==> config.mk <==
export PLATFORM = sky130hd
export DESIGN_NAME = bst_brownout_and_startup_timers
export DESIGN_NICKNAME = d
export VERILOG_FILES = /design/src/design/bst_pkg.sv /design/src/design/bst_brownout_and_startup_timers.sv
export SDC_FILE = /design/constraint.sdc
export NUM_CORES = 1
export LEC_CHECK = 0
export ABC_CLOCK_PERIOD_IN_PS = 6000
export BUFFER_PORTS_ARGS = -buffer_cell sky130_fd_sc_hd__buf_2
export CAP_MARGIN = 20
export CORE_MARGIN = 2
export CORE_UTILIZATION = 59
export CTS_BUF_LIST = sky130_fd_sc_hd__clkbuf_8
export DETAILED_ROUTE_END_ITERATION = 12
export PLACE_DENSITY = 0.88
export SLEW_MARGIN = 10
export SYNTH_ARGS = -nofsm -noshare
export SYNTH_HDL_FRONTEND = slang
export SYNTH_SLANG_ARGS = --single-unit
export TNS_END_PERCENT = 100
==> constraint.sdc <==
create_clock -name pclk -period 6 [get_ports pclk]
set_input_delay 0 -clock pclk [delete_from_list [all_inputs] [get_ports pclk]]
set_output_delay 0 -clock pclk [all_outputs]
set_load 0.005 [all_outputs]
==> src/design/bst_pkg.sv <==
package bst_pkg;

    // timing
    localparam int CLK_PERIOD_NS       = 5;
    localparam int BOR_MIN_DURATION_NS = 200;
    localparam int BOR_MIN_CYCLES      =
        (BOR_MIN_DURATION_NS + CLK_PERIOD_NS - 1) / CLK_PERIOD_NS;
    localparam int BOR_CNT_W           = 8;
    localparam int PLL_WAIT_MS         = 2;
    localparam int PLL_WAIT_CYCLES     = PLL_WAIT_MS * 1000000 / CLK_PERIOD_NS;
    localparam int PLL_CNT_W           = 20;
    localparam int POWERUP_DELAY_TIMER_CNT_W          = 11;
    localparam logic [10:0] POWERUP_DELAY_TIMER_LAST  = 11'h7ff;
    localparam int OST_CNT_W           = 10;
    localparam logic [9:0] OST_LAST    = 10'h3ff;

    // register map
    localparam logic [11:0] ADDR_CTRL  = 12'h000;
    localparam logic [11:0] ADDR_STAT  = 12'h004;
    localparam int BIT_BOR_FLAG        = 0;
    localparam int BIT_POR_FLAG        = 1;
    localparam int BIT_SW_BOR_EN       = 6;
    localparam int STAT_STATE_LSB      = 0;
    localparam int STAT_HOLD           = 6;
    localparam int STAT_DET_EN         = 7;
    localparam int STAT_SUPPLY_LOW     = 8;
    localparam int STAT_MASTER_CLEAR_N           = 9;
    localparam int STAT_THR_LSB        = 10;
    localparam logic RST_BOR_FLAG      = 1'b0;
    localparam logic RST_POR_FLAG      = 1'b0;
    localparam logic RST_SW_BOR_EN     = 1'b1;

    // enable modes
    localparam logic [1:0] BOR_MODE_OFF   = 2'h0;
    localparam logic [1:0] BOR_MODE_SW    = 2'h1;
    localparam logic [1:0] BOR_MODE_NOSLP = 2'h2;
    localparam logic [1:0] BOR_MODE_ON    = 2'h3;

    typedef enum logic [3:0] {
        OSC_LP    = 4'h0,
        OSC_XT    = 4'h1,
        OSC_HS    = 4'h2,
        OSC_HSPLL = 4'h3,
        OSC_XTPLL = 4'h4,
        OSC_EC    = 4'h5,
        OSC_ECPLL = 4'h6,
        OSC_RC    = 4'h7,
        OSC_INT   = 4'h8
    } bst_osc_t;

    typedef enum logic [5:0] {
        ST_POR  = 6'h01,
        ST_BOR  = 6'h02,
        ST_POWERUP_DELAY_TIMER = 6'h04,
        ST_OST  = 6'h08,
        ST_PLL  = 6'h10,
        ST_RUN  = 6'h20
    } bst_state_t;

    typedef struct packed {
        logic [1:0] brownout_enable_mode;
        logic [1:0] brownout_threshold_select;
        logic       powerup_delay_disable_n;
        bst_osc_t   osc_mode;
    } bst_cfg_t;

    typedef struct packed {
        logic       core_reset_hold;
        logic       detector_enable;
        logic [1:0] brownout_threshold;
    } bst_out_t;

endpackage

==> src/design/bst_brownout_and_startup_timers.sv <==
// Contract
// - supply low beyond minimum duration resets device only while the detector is enabled
// - brown-out reset holds while supply stays below threshold
// - enabled power-up delay starts after supply recovers, extending reset
// - supply drop during power-up delay re-enters brown-out and restarts delay
// - brown-out enable and power-up delay enable are independent
// - mode 01: software enable bit turns the detector on or fully off
// - software enable bit works only in mode 01, else reads 0
// - threshold comes only from configuration bits, never software
// - with brown-out enabled, brown-out flag cleared by brown-out and power-on
// - mode 10: detector off in sleep, back on when leaving sleep
// - mode 11: detector always on, only configuration disables it
// - power-up delay is 11-bit count of 2048 slow oscillator periods
// - power-up delay enabled when its active-low configuration bit is clear
// - after power-up delay, count 1024 primary oscillator cycles
// - oscillator count only in crystal modes, on power-on or power-managed exit
// - with phase lock loop in use, 2 ms wait follows oscillator count
// - power-up: wait power-on pulse clear, power-up delay, then oscillator count
// - RC mode with power-up delay disabled has no start-up delay
// - delays run regardless of master clear; release follows master clear
// - power-on flag cleared by power-on only, never set by hardware
module bst_brownout_and_startup_timers
    import bst_pkg::*;
#(
    parameter int PLL_WAIT_CYC = bst_pkg::PLL_WAIT_CYCLES
) (
    input  wire logic             pclk,
    input  wire logic             presetn,
    input  wire logic             psel,
    input  wire logic             penable,
    input  wire logic             pwrite,
    input  wire logic [11:0]      paddr,
    input  wire logic [31:0]      pwdata,
    output logic      [31:0]      prdata,
    output logic                  pready,
    output logic                  pslverr,
    input  wire bst_pkg::bst_cfg_t cfg,
    input  wire logic             por_pulse,
    input  wire logic             supply_below_cmp,
    input  wire logic             master_clear_n,
    input  wire logic             sleep_active,
    input  wire logic             pm_exit_wake,
    input  wire logic             low_freq_internal_osc,
    input  wire logic             primary_osc_in,
    output bst_pkg::bst_out_t     status_out
);
    import bst_pkg::*;

    ////////////////////////////////////////////////////////////////////////////
    // helpers

    function automatic logic mode_needs_ost(input bst_osc_t m);
        return (m == OSC_LP) || (m == OSC_XT) || (m == OSC_HS) ||
               (m == OSC_HSPLL) || (m == OSC_XTPLL);
    endfunction

    function automatic logic mode_uses_pll(input bst_osc_t m);
        return (m == OSC_HSPLL) || (m == OSC_XTPLL) || (m == OSC_ECPLL);
    endfunction

    // state that follows the power-up delay (or its bypass)
    function automatic bst_state_t after_powerup_delay_timer(input logic por_seq,
                                              input bst_osc_t m);
        bst_state_t s;
        s = ST_RUN;
        if (por_seq && mode_needs_ost(m)) begin
            s = ST_OST;
        end else if (por_seq && mode_uses_pll(m)) begin
            s = ST_PLL;
        end
        return s;
    endfunction

    ////////////////////////////////////////////////////////////////////////////
    // state

    bst_state_t               state;
    bst_state_t               next_state;
    logic                     por_seq;
    logic                     cmp_meta;
    logic                     cmp_sync;
    logic [BOR_CNT_W-1:0]     bor_cnt;
    logic [POWERUP_DELAY_TIMER_CNT_W-1:0]    powerup_delay_timer_cnt;
    logic [OST_CNT_W-1:0]     ost_cnt;
    logic [PLL_CNT_W-1:0]     pll_cnt;
    logic                     lf_q;
    logic                     osc_q;
    logic                     brownout_flag_n;
    logic                     poweron_flag_n;
    logic                     sw_brownout_enable;

    ////////////////////////////////////////////////////////////////////////////
    // decode

    wire logic       powerup_delay_timer_enabled = ~cfg.powerup_delay_disable_n;
    wire logic       lf_tick      = low_freq_internal_osc & ~lf_q;
    wire logic       osc_tick     = primary_osc_in & ~osc_q;
    wire logic       sw_mode      = cfg.brownout_enable_mode == BOR_MODE_SW;
    wire logic       sw_en_read   = sw_brownout_enable & sw_mode;
    wire logic       noslp_mode   = cfg.brownout_enable_mode == BOR_MODE_NOSLP;
    wire logic       on_mode      = cfg.brownout_enable_mode == BOR_MODE_ON;

    // detector enable per mode; independent of the power-up delay bit
    wire logic det_enable =
        (sw_mode & sw_brownout_enable) |
        (noslp_mode & ~sleep_active) |
        on_mode;

    wire logic supply_low = det_enable & cmp_sync;
    // short dips below the minimum duration never reach the sequencer
    wire logic bor_trigger =
        supply_low & (bor_cnt == BOR_CNT_W'(BOR_MIN_CYCLES));
    // the power-on state already holds everything, so a dip there changes nothing
    wire logic bor_reset = bor_trigger & (state != ST_POR);

    wire logic powerup_delay_timer_done = lf_tick & (powerup_delay_timer_cnt == POWERUP_DELAY_TIMER_LAST);
    wire logic ost_done  = osc_tick & (ost_cnt == OST_LAST);
    wire logic pll_done  = pll_cnt == PLL_CNT_W'(PLL_WAIT_CYC - 1);

    wire logic       acc       = psel & penable & ~pready;
    wire logic       done_xfer = psel & penable & pready;
    wire logic       hit_ctrl  = paddr == ADDR_CTRL;
    wire logic       hit_stat  = paddr == ADDR_STAT;
    wire logic       wr_ctrl   = done_xfer & pwrite & hit_ctrl;
    wire logic       set_poweron  = wr_ctrl & pwdata[BIT_POR_FLAG];
    wire logic       set_brownout = wr_ctrl & pwdata[BIT_BOR_FLAG];

    logic [31:0] rd_word;
    always_comb begin
        rd_word = 32'h0000_0000;
        if (hit_ctrl) begin
            rd_word[BIT_BOR_FLAG]  = brownout_flag_n;
            rd_word[BIT_POR_FLAG]  = poweron_flag_n;
            rd_word[BIT_SW_BOR_EN] = sw_en_read;
        end else if (hit_stat) begin
            rd_word[STAT_STATE_LSB +: 6]  = state;
            rd_word[STAT_HOLD]            = status_out.core_reset_hold;
            rd_word[STAT_DET_EN]          = det_enable;
            rd_word[STAT_SUPPLY_LOW]      = supply_low;
            rd_word[STAT_MASTER_CLEAR_N]            = master_clear_n;
            rd_word[STAT_THR_LSB +: 2]    = cfg.brownout_threshold_select;
        end
    end

    ////////////////////////////////////////////////////////////////////////////
    // sequencer

    always_comb begin
        next_state = state;
        case (state)
            ST_POR: begin
                if (!por_pulse) begin
                    if (powerup_delay_timer_enabled) begin
                        next_state = ST_POWERUP_DELAY_TIMER;
                    end else begin
                        next_state = after_powerup_delay_timer(1'b1, cfg.osc_mode);
                    end
                end
            end
            ST_BOR: begin
                if (!supply_low) begin
                    if (powerup_delay_timer_enabled) begin
                        next_state = ST_POWERUP_DELAY_TIMER;
                    end else begin
                        next_state = ST_RUN;
                    end
                end
            end
            ST_POWERUP_DELAY_TIMER: begin
                if (powerup_delay_timer_done) begin
                    next_state = after_powerup_delay_timer(por_seq, cfg.osc_mode);
                end
            end
            ST_OST: begin
                if (ost_done) begin
                    next_state = mode_uses_pll(cfg.osc_mode) ? ST_PLL : ST_RUN;
                end
            end
            ST_PLL: begin
                if (pll_done) begin
                    next_state = ST_RUN;
                end
            end
            ST_RUN: begin
                // waking from a power-managed mode reruns the oscillator and lock waits
                if (pm_exit_wake && mode_needs_ost(cfg.osc_mode)) begin
                    next_state = ST_OST;
                end else if (pm_exit_wake && mode_uses_pll(cfg.osc_mode)) begin
                    next_state = ST_PLL;
                end
            end
            default: begin
                next_state = ST_POR;
            end
        endcase
        // brown-out overrides every timer; the timers restart from zero
        if (bor_reset) begin
            next_state = ST_BOR;
        end
        if (por_pulse) begin
            next_state = ST_POR;
        end
    end

    // por_seq remembers a power-on start, which alone earns the oscillator wait after the power-up delay
    always_ff @(posedge pclk or negedge presetn) begin
        if (!presetn) begin
            state   <= ST_POR;
            por_seq <= 1'b1;
        end else begin
            state <= next_state;
            if (por_pulse) begin
                por_seq <= 1'b1;
            end else if (next_state == ST_BOR || next_state == ST_RUN) begin
                por_seq <= 1'b0;
            end
        end
    end

    ////////////////////////////////////////////////////////////////////////////
    // comparator qualification

    always_ff @(posedge pclk or negedge presetn) begin
        if (!presetn) begin
            cmp_meta <= 1'b0;
            cmp_sync <= 1'b0;
        end else begin
            cmp_meta <= supply_below_cmp;
            cmp_sync <= cmp_meta;
        end
    end

    // counter saturates so a long low level keeps the trigger asserted
    always_ff @(posedge pclk or negedge presetn) begin
        if (!presetn) begin
            bor_cnt <= '0;
        end else if (!supply_low) begin
            bor_cnt <= '0;
        end else if (bor_cnt != BOR_CNT_W'(BOR_MIN_CYCLES)) begin
            bor_cnt <= bor_cnt + BOR_CNT_W'(1);
        end
    end

    ////////////////////////////////////////////////////////////////////////////
    // timers

    always_ff @(posedge pclk or negedge presetn) begin
        if (!presetn) begin
            lf_q  <= 1'b0;
            osc_q <= 1'b0;
        end else begin
            lf_q  <= low_freq_internal_osc;
            osc_q <= primary_osc_in;
        end
    end

    // leaving the counting state clears the count, so re-entry starts over
    always_ff @(posedge pclk or negedge presetn) begin
        if (!presetn) begin
            powerup_delay_timer_cnt <= '0;
        end else if (state != ST_POWERUP_DELAY_TIMER) begin
            powerup_delay_timer_cnt <= '0;
        end else if (lf_tick) begin
            powerup_delay_timer_cnt <= powerup_delay_timer_cnt + POWERUP_DELAY_TIMER_CNT_W'(1);
        end
    end

    always_ff @(posedge pclk or negedge presetn) begin
        if (!presetn) begin
            ost_cnt <= '0;
        end else if (state != ST_OST) begin
            ost_cnt <= '0;
        end else if (osc_tick) begin
            ost_cnt <= ost_cnt + OST_CNT_W'(1);
        end
    end

    always_ff @(posedge pclk or negedge presetn) begin
        if (!presetn) begin
            pll_cnt <= '0;
        end else if (state != ST_PLL) begin
            pll_cnt <= '0;
        end else begin
            pll_cnt <= pll_cnt + PLL_CNT_W'(1);
        end
    end

    ////////////////////////////////////////////////////////////////////////////
    // status flags; hardware clears beat a software set in the same cycle

    always_ff @(posedge pclk or negedge presetn) begin
        if (!presetn) begin
            poweron_flag_n <= RST_POR_FLAG;
        end else if (por_pulse) begin
            poweron_flag_n <= 1'b0;
        end else if (set_poweron) begin
            poweron_flag_n <= 1'b1;
        end
    end

    always_ff @(posedge pclk or negedge presetn) begin
        if (!presetn) begin
            brownout_flag_n <= RST_BOR_FLAG;
        end else if (por_pulse && det_enable) begin
            brownout_flag_n <= 1'b0;
        end else if (bor_reset) begin
            brownout_flag_n <= 1'b0;
        end else if (set_brownout) begin
            brownout_flag_n <= 1'b1;
        end
    end

    always_ff @(posedge pclk or negedge presetn) begin
        if (!presetn) begin
            sw_brownout_enable <= RST_SW_BOR_EN;
        end else if (por_pulse) begin
            sw_brownout_enable <= RST_SW_BOR_EN;
        end else if (wr_ctrl && sw_mode) begin
            sw_brownout_enable <= pwdata[BIT_SW_BOR_EN];
        end
    end

    ////////////////////////////////////////////////////////////////////////////
    // outputs

    // master clear gates release only; the timers above never look at it
    wire logic next_hold = (next_state != ST_RUN) | ~master_clear_n;

    always_ff @(posedge pclk or negedge presetn) begin
        if (!presetn) begin
            status_out <= '{core_reset_hold: 1'b1,
                            detector_enable: 1'b0,
                            brownout_threshold: 2'h0};
        end else begin
            status_out.core_reset_hold    <= next_hold;
            status_out.detector_enable    <= det_enable;
            status_out.brownout_threshold <= cfg.brownout_threshold_select;
        end
    end

    // read data is zero outside the answer cycle, so a stale word never leaks out
    wire logic        next_pslverr = acc & ~(hit_ctrl | hit_stat);
    wire logic [31:0] next_prdata  = (acc & ~pwrite) ? rd_word : 32'h0000_0000;

    // one wait state: pready rises in the second access cycle
    always_ff @(posedge pclk or negedge presetn) begin
        if (!presetn) begin
            pready  <= 1'b0;
            pslverr <= 1'b0;
            prdata  <= 32'h0000_0000;
        end else begin
            pready  <= acc;
            pslverr <= next_pslverr;
            prdata  <= next_prdata;
        end
    end

endmodule

Word-level counts from Yosys, hierarchy flattened
Cells that the tools add are included.

storage, ports and cells
  register bits after elaboration = 81
  latch bits = 0
  memory bits (writable) = 0
  bits in read-only memories = 0
  input port bits = 65
  output and inout port bits = 38
  logic and storage cells = 138
  memories = 0

operators by class
  add/sub/neg operators = 4
  $mul = 0
  divide/modulo/power cells = 0
  magnitude comparators = 0
  equal/unequal tests = 28
  shifts and indexed selects = 0
  mux-type cells = 37
  bitwise operators = 29
  reduce and logical (&&, ||, !) cells = 21

operators with widths
  operator               number
  $mux 6                 14
  $pmux 6 s6             1
  $mux 12                2
  $mux 11                2
  $add 20x1->20 const B  1
  $eq 20x19->1 const B   1
  $mux 10                2
  $mux 20                1
  $and 1x1->1            18
  $mux 8                 2
  $eq 12x3->1 const B    1
  $eq 6x2->1 const B     2
  $eq 6x6->1 const B     2
  $logic_not 12->1       1
  $add 11x1->11 const B  1
  $eq 11x11->1 const B   1
  $add 10x1->10 const B  1
  $eq 10x10->1 const B   1
  $mux 1                 10
  $reduce_bool 2->1      5
  $add 8x1->8 const B    1
  $eq 4x2->1 const B     2
  $eq 4x3->1 const B     2
  $eq 8x6->1 const B     1
  23 further kinds       44

Longest topological paths before layout
Gate-level depths: netlist (run 1).

  depth in word-level cells = 15
  gate-level depth with buffers = 8
  depth with buffers taken out = 8

Worst setup path before layout (run 1)
No wires, ideal clock.

  path type = flip-flop to flip-flop
  start = register powerup_delay_timer_cnt[0]
  end = register state[4]
  data arrival time = 2130 ps
  slack = 3758 ps
  cell stages (with the launch flop) = 8
  period minus slack after synthesis = 2242 ps
  path through = dfrtp_1 ha_1 nand4b_1 or4_4 or3_1 a21oi_1 o21ai_1 a2111oi_2

between the ends
  word-level cells in the longest chain between the ends = 6

RTL lines
  what                    RTL line                                RTL
  start, declared         bst_brownout_and_startup_timers.sv:83   logic [POWERUP_DELAY_TIMER_CNT_W-1:0] powerup_delay_timer_cnt;
  start signal, assigned  bst_brownout_and_startup_timers.sv:264  powerup_delay_timer_cnt <= powerup_delay_timer_cnt + POWERUP_DELAY_TIMER_CNT_W'(1);
  $eq 11x11->1            bst_brownout_and_startup_timers.sv:116  wire logic powerup_delay_timer_done = lf_tick & (powerup_delay_timer_cnt == POWERUP_DELAY_TIMER_LAST);
  $and 1x1->1             bst_brownout_and_startup_timers.sv:116
  $mux 6                  bst_brownout_and_startup_timers.sv:170  if (powerup_delay_timer_done) begin
  $pmux 6 s6              bst_brownout_and_startup_timers.sv:150  case (state)
  $mux 6                  bst_brownout_and_startup_timers.sv:197  if (bor_reset) begin
  $mux 6                  bst_brownout_and_startup_timers.sv:200  if (por_pulse) begin
  net next_state[4]       bst_brownout_and_startup_timers.sv:78   bst_state_t next_state;
  end signal, assigned    bst_brownout_and_startup_timers.sv:211  state <= next_state;
  end, declared           bst_brownout_and_startup_timers.sv:77   bst_state_t state;

The timed path passes the listed nets, and every way through them passes these cells.
A chain may end at the register's enable or synchronous reset.

Final worst setup path (run 1)
  start = register state[4]
  end = register state[4]

between the ends
  word-level cells in the longest chain between the ends = 5

RTL lines
  what               RTL line                                RTL
  $mux 6             bst_brownout_and_startup_timers.sv:188  end else if (pm_exit_wake && mode_uses_pll(cfg.osc_mode)) begin
  $mux 6             bst_brownout_and_startup_timers.sv:186  if (pm_exit_wake && mode_needs_ost(cfg.osc_mode)) begin
  $pmux 6 s6         bst_brownout_and_startup_timers.sv:150
  $mux 6 *           bst_brownout_and_startup_timers.sv:197
  $mux 6 *           bst_brownout_and_startup_timers.sv:200
  net next_state[4]  bst_brownout_and_startup_timers.sv:78

The timed path passes the listed nets; every way through them passes the cells marked *.

==> impl_metrics.tcl, run 1 <==
set metrics [dict create \
    final_cell_mix "dfrtp_1, nor2_1, buf_2, xor2_1" \
    path_delay_family "simple AND/OR/NAND/NOR gates" \
    max_stage_delay_ns 0.49 \
    dieWidth_um 86.7 \
    num_rows 30 \
    crit_chain "nor4_1 -> nand3b_1 -> or3_1 -> a21oi_1 -> o21ai_1 -> a2111oi_2" \
    clock-root-buffer "clkbuf_8" \
    drv_cap 0 \
    endpoint_kind "register" \
    seq_area_frac_synth_pct 50.4 \
    hold_viol 0 \
    yosys_warnings 0 \
    die_y_um 86.7 \
    synth-async-reset-ratio_pct 100 \
    overflow 0 \
    drive_above_1_share_pct 17.2 \
    postCtsSetupRepairBufs 0 \
    leakagePower_nw 2.05 \
    vias_per_cell 5.56 \
    path_buf_inv 0 \
    die-area_um2 7510 \
    max_freq_mhz 388 \
    gp_congestion 0.841 \
    synth_compound_area_share_pct 7.60 \
    status "complete, no violations" \
    firstDrtPassIters 4 \
    synth_seq_cells 81 \
    syn2layout_area_growth_pct 14.8 \
    mostFrequentLayoutCell "dfrtp_1" \
    synth_top_family_by_area "simple AND/OR/NAND/NOR gates" \
    cp.arrival_ns 2.82 \
    fillers 490 \
    routedWlPerCell_um 14.5 \
    syn-cell-area_um2 4030 \
    worstMarginPinSlew_ns 0.981 \
    hold_class "in2reg" \
    antenna_found_initial 0 \
    place_hpwl_mm 5.46 \
    placed_cells 525 \
    grt_start_max_net_pins 82 \
    synth_fa_ha_area_share_pct 1.55 \
    clock_latency_ns 0.35 \
    tns_ns 0 \
    synth-simple-area-share_pct 25.0 \
    nNetsFinal 542 \
    power_density_nw_per_um2 240 \
    synth_edf_count 0 \
    top_usage_layer "met2" \
    utilization_pct 68.9 \
    fin_area_um2 4630 \
    grt_pass1_wl_mm 13.9 \
    grtUsageMet1_pct 28.6 \
    r2r_slack_ns 3.42 \
    met3_usage_pct 6.00 \
    vias 3099 \
    met2_usage_pct 39.9 \
    critical_path.max_fanout 14 \
    fin_crit_sh_pct 43.0 \
    clock_path_buffers 2 \
    worst-endpoint-required_ns 6.24 \
    final_cells 557 \
    cp-start-kind "register" \
    fin_crit_ns 2.58 \
    core-area_um2 6720 \
    h-tree-depth 3 \
    post_dp_cell_area_um2 4260 \
    port_buffers 53 \
    drv_slew 0 \
    diodes 0 \
    ant_nets 0 \
    cts_buffers 9 \
    synth_ff_type "dfrtp_1" \
    grt_pass1_vias 3181 \
    cts_tree "done" \
    synth_xor_area_share_pct 8.04 \
    finalSetupViolations 0 \
    postSynthCellCount 403 \
    grt_usage_pct 23.9 \
    cts.sinks 81 \
    drt_wl_total_mm 8.06 \
    synth_area_per_cell_um2 10.0 \
    worst_clock_skew_ns 0.00850 \
    post_cts_resized 0 \
    clkSlewWorstSetupHoldPaths_ns 0.08 \
    start_util_pct 60.0 \
    worstSetupPathType "reg2reg" \
    io_pins 103 \
    drtIter0Drc 207 \
    drc 0 \
    yosys.cell_types.count 60 \
    slew_headroom_pct 34.6 \
    synth_mux_area_share_pct 0.993 \
    grt_setup_unrepaired "no" \
    cpMaxStageDelayCell "nand3b_1" \
    ir_worst_vdd_mv 0.201 \
]
-- cell type report --
| class | count | area (um^2) | share of cell area, % |
|---|---|---|---|
| Sequential cell | 81 | 2030 | 43.9 |
| Inverter | 11 | 41.3 | 0.892 |
| Timing Repair Buffer | 69 | 428 | 9.25 |
| Tap cell | 80 | 100 | 2.16 |
| Clock buffer | 9 | 124 | 2.68 |
| Clock inverter | 7 | 86.3 | 1.87 |
| Multi-Input combinational cell | 300 | 1820 | 39.3 |
-- power by group --
group          switching, mW  internal, mW  total (mW)  leakage [nW]
sequential            0.0147         0.559       0.574          1.10
combinational         0.0672        0.0526       0.120         0.846
clock                  0.188         0.230       0.418         0.110
-- worst min-delay path: cells and delay by family --
kind	cells	cell delay, ns
buffers and inverters	1	0.08
and+or+nand+nor	3	0.27
-- synthesized netlist by cell type, types with 2 or more instances --
cell	n	area, um^2
nand3b_1	5	37.5
nor4_1	10	62.6
a21o_1	2	15.0
or3_1	9	56.3
dfrtp_1	77	1930
nand2_1	20	75.1
nand3_1	20	100
inv_1	11	41.3
clkbuf_1	6	22.5
nor2_1	58	218
a21oi_1	17	85.1
or4_1	3	22.5
and3_1	5	31.3
a211oi_1	3	22.5
o21a_1	2	15.0
nor2b_1	3	18.8
o21ai_0	10	50.1
nor3b_1	4	30.0
ha_1	5	62.6
nor3_1	7	35.0
nand2b_1	4	25.0
mux2i_1	4	40.0
nand4_1	11	68.8
or4_4	2	22.5
dfstp_2	4	105
buf_4	20	150
xnor2_1	10	87.6
xor2_1	27	236
and2_1	13	81.3
-- final timing paths --
check	start	endpoint	cells past startpoint
hold reg to reg	cmp_meta	cmp_sync	0
max in group asynchronous	presetn	ost_cnt[4]	2
hold / removal	paddr[0]	pslverr	4
setup reg to reg	state[4]	state[4]	6
min in group asynchronous	presetn	pslverr	2
setup / recovery	state[4]	state[4]	6
-- registers in the layout, indices dropped and copies added (netlist names) --
| signal | count |
|---|---|
| prdata | 12 |
| cmp_meta | 1 |
| bor_cnt | 8 |
| brownout_flag_n | 1 |
| osc_q | 1 |
| pready | 1 |
| status_out | 4 |
| powerup_delay_timer_cnt | 11 |
| cmp_sync | 1 |
| poweron_flag_n | 1 |
| por_seq | 1 |
| ost_cnt | 10 |
| sw_brownout_enable | 1 |
| pslverr | 1 |
| pll_cnt | 20 |
| lf_q | 1 |
| state | 6 |
-- per-stage QoR --
step	power [mW]	hold WS [ns]	worst slack, ns
after global routing	1.16	0.0329	3.10
final	1.11	0.0257	3.42
after global placement	0.688	0.108	3.52
after detailed placement	0.692	0.115	3.47
after CTS	1.12	0.0138	3.37
after floorplan	0.665	-0.296	3.76
-- layer usage --
layer  wire length, um  vias up
met5                 0        -
met4               259        0
met3               332       28
met2              4020       86
met1              3450     1487
li1                  -     1498
-- repair_timing --
item,4_1_cts,5_1_grt
hold endpoints to repair,98,0
hold buffers,16,0
setup endpoints to repair,0,0
-- kinds of logic (layout without fill, tap and decap cells) --
group	Yosys count	after routing
DFF	81	81
and+or+nand+nor	186	186
AOI/OAI and AO/OA	48	48
xor gates and xnor gates	37	37
muxes	4	4
adders and majority gates	5	5
other	1	20
buffers and inverters	41	96
Power figures use the tool's default switching activity.
==> run 2, diff against run 1 <==
--- a/config.mk
+++ b/config.mk
@@ -5,14 +5,14 @@
 export SDC_FILE = /design/constraint.sdc
 export NUM_CORES = 1
 export LEC_CHECK = 0
-export ABC_CLOCK_PERIOD_IN_PS = 6000
+export ABC_CLOCK_PERIOD_IN_PS = 2700
 export BUFFER_PORTS_ARGS = -buffer_cell sky130_fd_sc_hd__buf_2
 export CAP_MARGIN = 20
 export CORE_MARGIN = 2
-export CORE_UTILIZATION = 59
+export CORE_UTILIZATION = 55
 export CTS_BUF_LIST = sky130_fd_sc_hd__clkbuf_8
 export DETAILED_ROUTE_END_ITERATION = 12
-export PLACE_DENSITY = 0.88
+export PLACE_DENSITY = 0.82
 export SLEW_MARGIN = 10
 export SYNTH_ARGS = -nofsm -noshare
 export SYNTH_HDL_FRONTEND = slang
==> constraint.sdc (replaced) <==
create_clock -name pclk -period 2.7 [get_ports pclk]
set_input_delay 0 -clock pclk [delete_from_list [all_inputs] [get_ports pclk]]
set_output_delay 0 -clock pclk [all_outputs]
set_load 0.005 [all_outputs]
==> impl_metrics.tcl, run 2 (same netlist as run 1, synthesis figures left out) <==
set metrics [dict create \
    max_freq_mhz 414 \
    port_buffers 53 \
    min_path_cells 3 \
    fin_area_um2 4740 \
    hold_class "in2reg" \
    cp.arrival_ns 2.66 \
    drc 0 \
    syn2layout_area_growth_pct 17.7 \
    critical_path.max_fanout 4 \
    clock_path_buffers 2 \
    antenna_found_initial 0 \
    post_dp_cell_area_um2 4320 \
    cts_buffers 9 \
    io_pins 103 \
    start_util_pct 56.2 \
    ant_nets 0 \
    firstDrtPassIters 5 \
    clock-root-buffer "clkbuf_8" \
    drt_wl_total_mm 7.83 \
    drive_above_1_share_pct 18.4 \
    place_hpwl_mm 5.39 \
    cp-start-kind "register" \
    reg.largest.list "pll_cnt: 20 flops, prdata: 12 flops, powerup_delay_timer_cnt: 11 flops" \
    gp_congestion 0.816 \
    drtIter0Drc 201 \
    grt_pass1_vias 3001 \
    overflow 0 \
    cpMaxStageDelayCell "or4_4" \
    worstSetupPathType "reg2reg" \
    vias_per_cell 5.35 \
    grt_pass1_wl_mm 13.6 \
    r2r_start "powerup_delay_timer_cnt[0]" \
    max_stage_delay_ns 0.56 \
    routedWlPerCell_um 13.4 \
    worst_clock_skew_ns 0.00635 \
    hold_viol 0 \
    drv_cap 0 \
    whs_ns 0.0201 \
    power_density_nw_per_um2 536 \
    slew_headroom_pct 51.1 \
    worstMarginPinSlew_ns 0.729 \
    clock_latency_ns 0.35 \
    worst-endpoint-required_ns 2.94 \
    die_y_um 89.6 \
    crit_chain "ha_1 -> nand4b_1 -> or4_4 -> or3_1 -> a21oi_1 -> o21ai_1 -> a2111oi_2" \
    reg2reg_to "state[4]" \
    cts.sinks 81 \
    nNetsFinal 549 \
    grt_start_max_net_pins 82 \
    dieWidth_um 89.6 \
    largest_register_ffs 20 \
    fillers 548 \
    drv_slew 0 \
    hp-start "sleep_active" \
    core-area_um2 7180 \
    grt_usage_pct 22.1 \
    grt_setup_unrepaired "no" \
    vias 3117 \
    fin_crit_sh_pct 89.4 \
    h-tree-depth 3 \
    clkSlewWorstSetupHoldPaths_ns 0.08 \
    fin_crit_ns 2.41 \
    utilization_pct 66.1 \
    status "complete, no violations" \
    mostFrequentLayoutCell "dfrtp_1" \
    hold_end "status_out[2]" \
    p_total_mw 2.54 \
    regMostFlops "pll_cnt" \
    reg2regPathDepth 7 \
    die-area_um2 8030 \
    cts_tree "done" \
    final_cell_mix "dfrtp_1, nor2_1, buf_2, xor2_1" \
    ir_worst_vdd_mv 0.376 \
    endpoint_kind "register" \
    r2r_slack_ns 0.29 \
    leakagePower_nw 2.10 \
    tns_ns 0 \
    num_rows 31 \
    diodes 0 \
    finalSetupViolations 0 \
]
-- run 2: worst max path at each step --
stage | endpoint | cells after the start | slack, ns | startpoint
global route | state[4] | 7 | 0.08 | powerup_delay_timer_cnt[1]
CTS | brownout_flag_n | 7 | 0.12 | bor_cnt[0]
detailed placement | state[4] | 7 | 0.29 | powerup_delay_timer_cnt[0]
global placement | state[4] | 7 | 0.34 | powerup_delay_timer_cnt[0]
finish | state[4] | 7 | 0.29 | powerup_delay_timer_cnt[0]
floorplan | state[4] | 7 | 0.46 | powerup_delay_timer_cnt[0]
-- run 2: repair_timing --
| item | 4_1_cts | 5_1_grt |
|---|---|---|
| buffers inserted | 0 | 0 |
| endpoints found under the hold margin | 97 | 0 |
| hold buffers | 17 | 0 |
| resized for setup | 0 | 1 |
| endpoints found under the setup margin | 0 | 1 |
-- run 2: per-layer routing --
layer | vias up | GRT usage (%) | part of all wire, %
li1 | 1509 | - | -
met1 | 1501 | 28.8 | 44
met2 | 89 | 35.8 | 49
met3 | 18 | 6.12 | 5.1
met4 | 0 | 7.87 | 1.7
met5 | - | 0 | 0
-- run 2: final cells by class --
cell class / instances / area (um^2) / share of cell area (%)
Inverter: 11 / 41.3 / 0.870
Clock buffer: 11 / 151 / 3.19
Clock inverter: 5 / 78.8 / 1.66
Sequential cell: 81 / 2030 / 42.8
Tap cell: 99 / 124 / 2.61
Multi-Input combinational cell: 300 / 1820 / 38.4
Timing Repair Buffer: 76 / 495 / 10.4
-- run 2: where the power goes --
group | switching (mW) | internal, mW
Sequential | 0.0314 | 1.24
Clock | 0.426 | 0.568
Combinational | 0.150 | 0.124
-- run 2: stage by stage --
step | cells | setup slack [ns]
finish | 583 | 0.286
global route | 583 | 0.0794
CTS | 582 | 0.123
detailed placement | 549 | 0.290
global placement | 549 | 0.337
floorplan | 422 | 0.458
-- run 2: critical path, delay by kind of cell, from the launching register on --
family / cells / cell delay [ns]
adder cells (fa/ha/maj): 1 / 0.24
flip-flops: 1 / 0.41
AND/OR/NAND/NOR: 3 / 1.06
AO/OA/AOI/OAI: 3 / 0.59
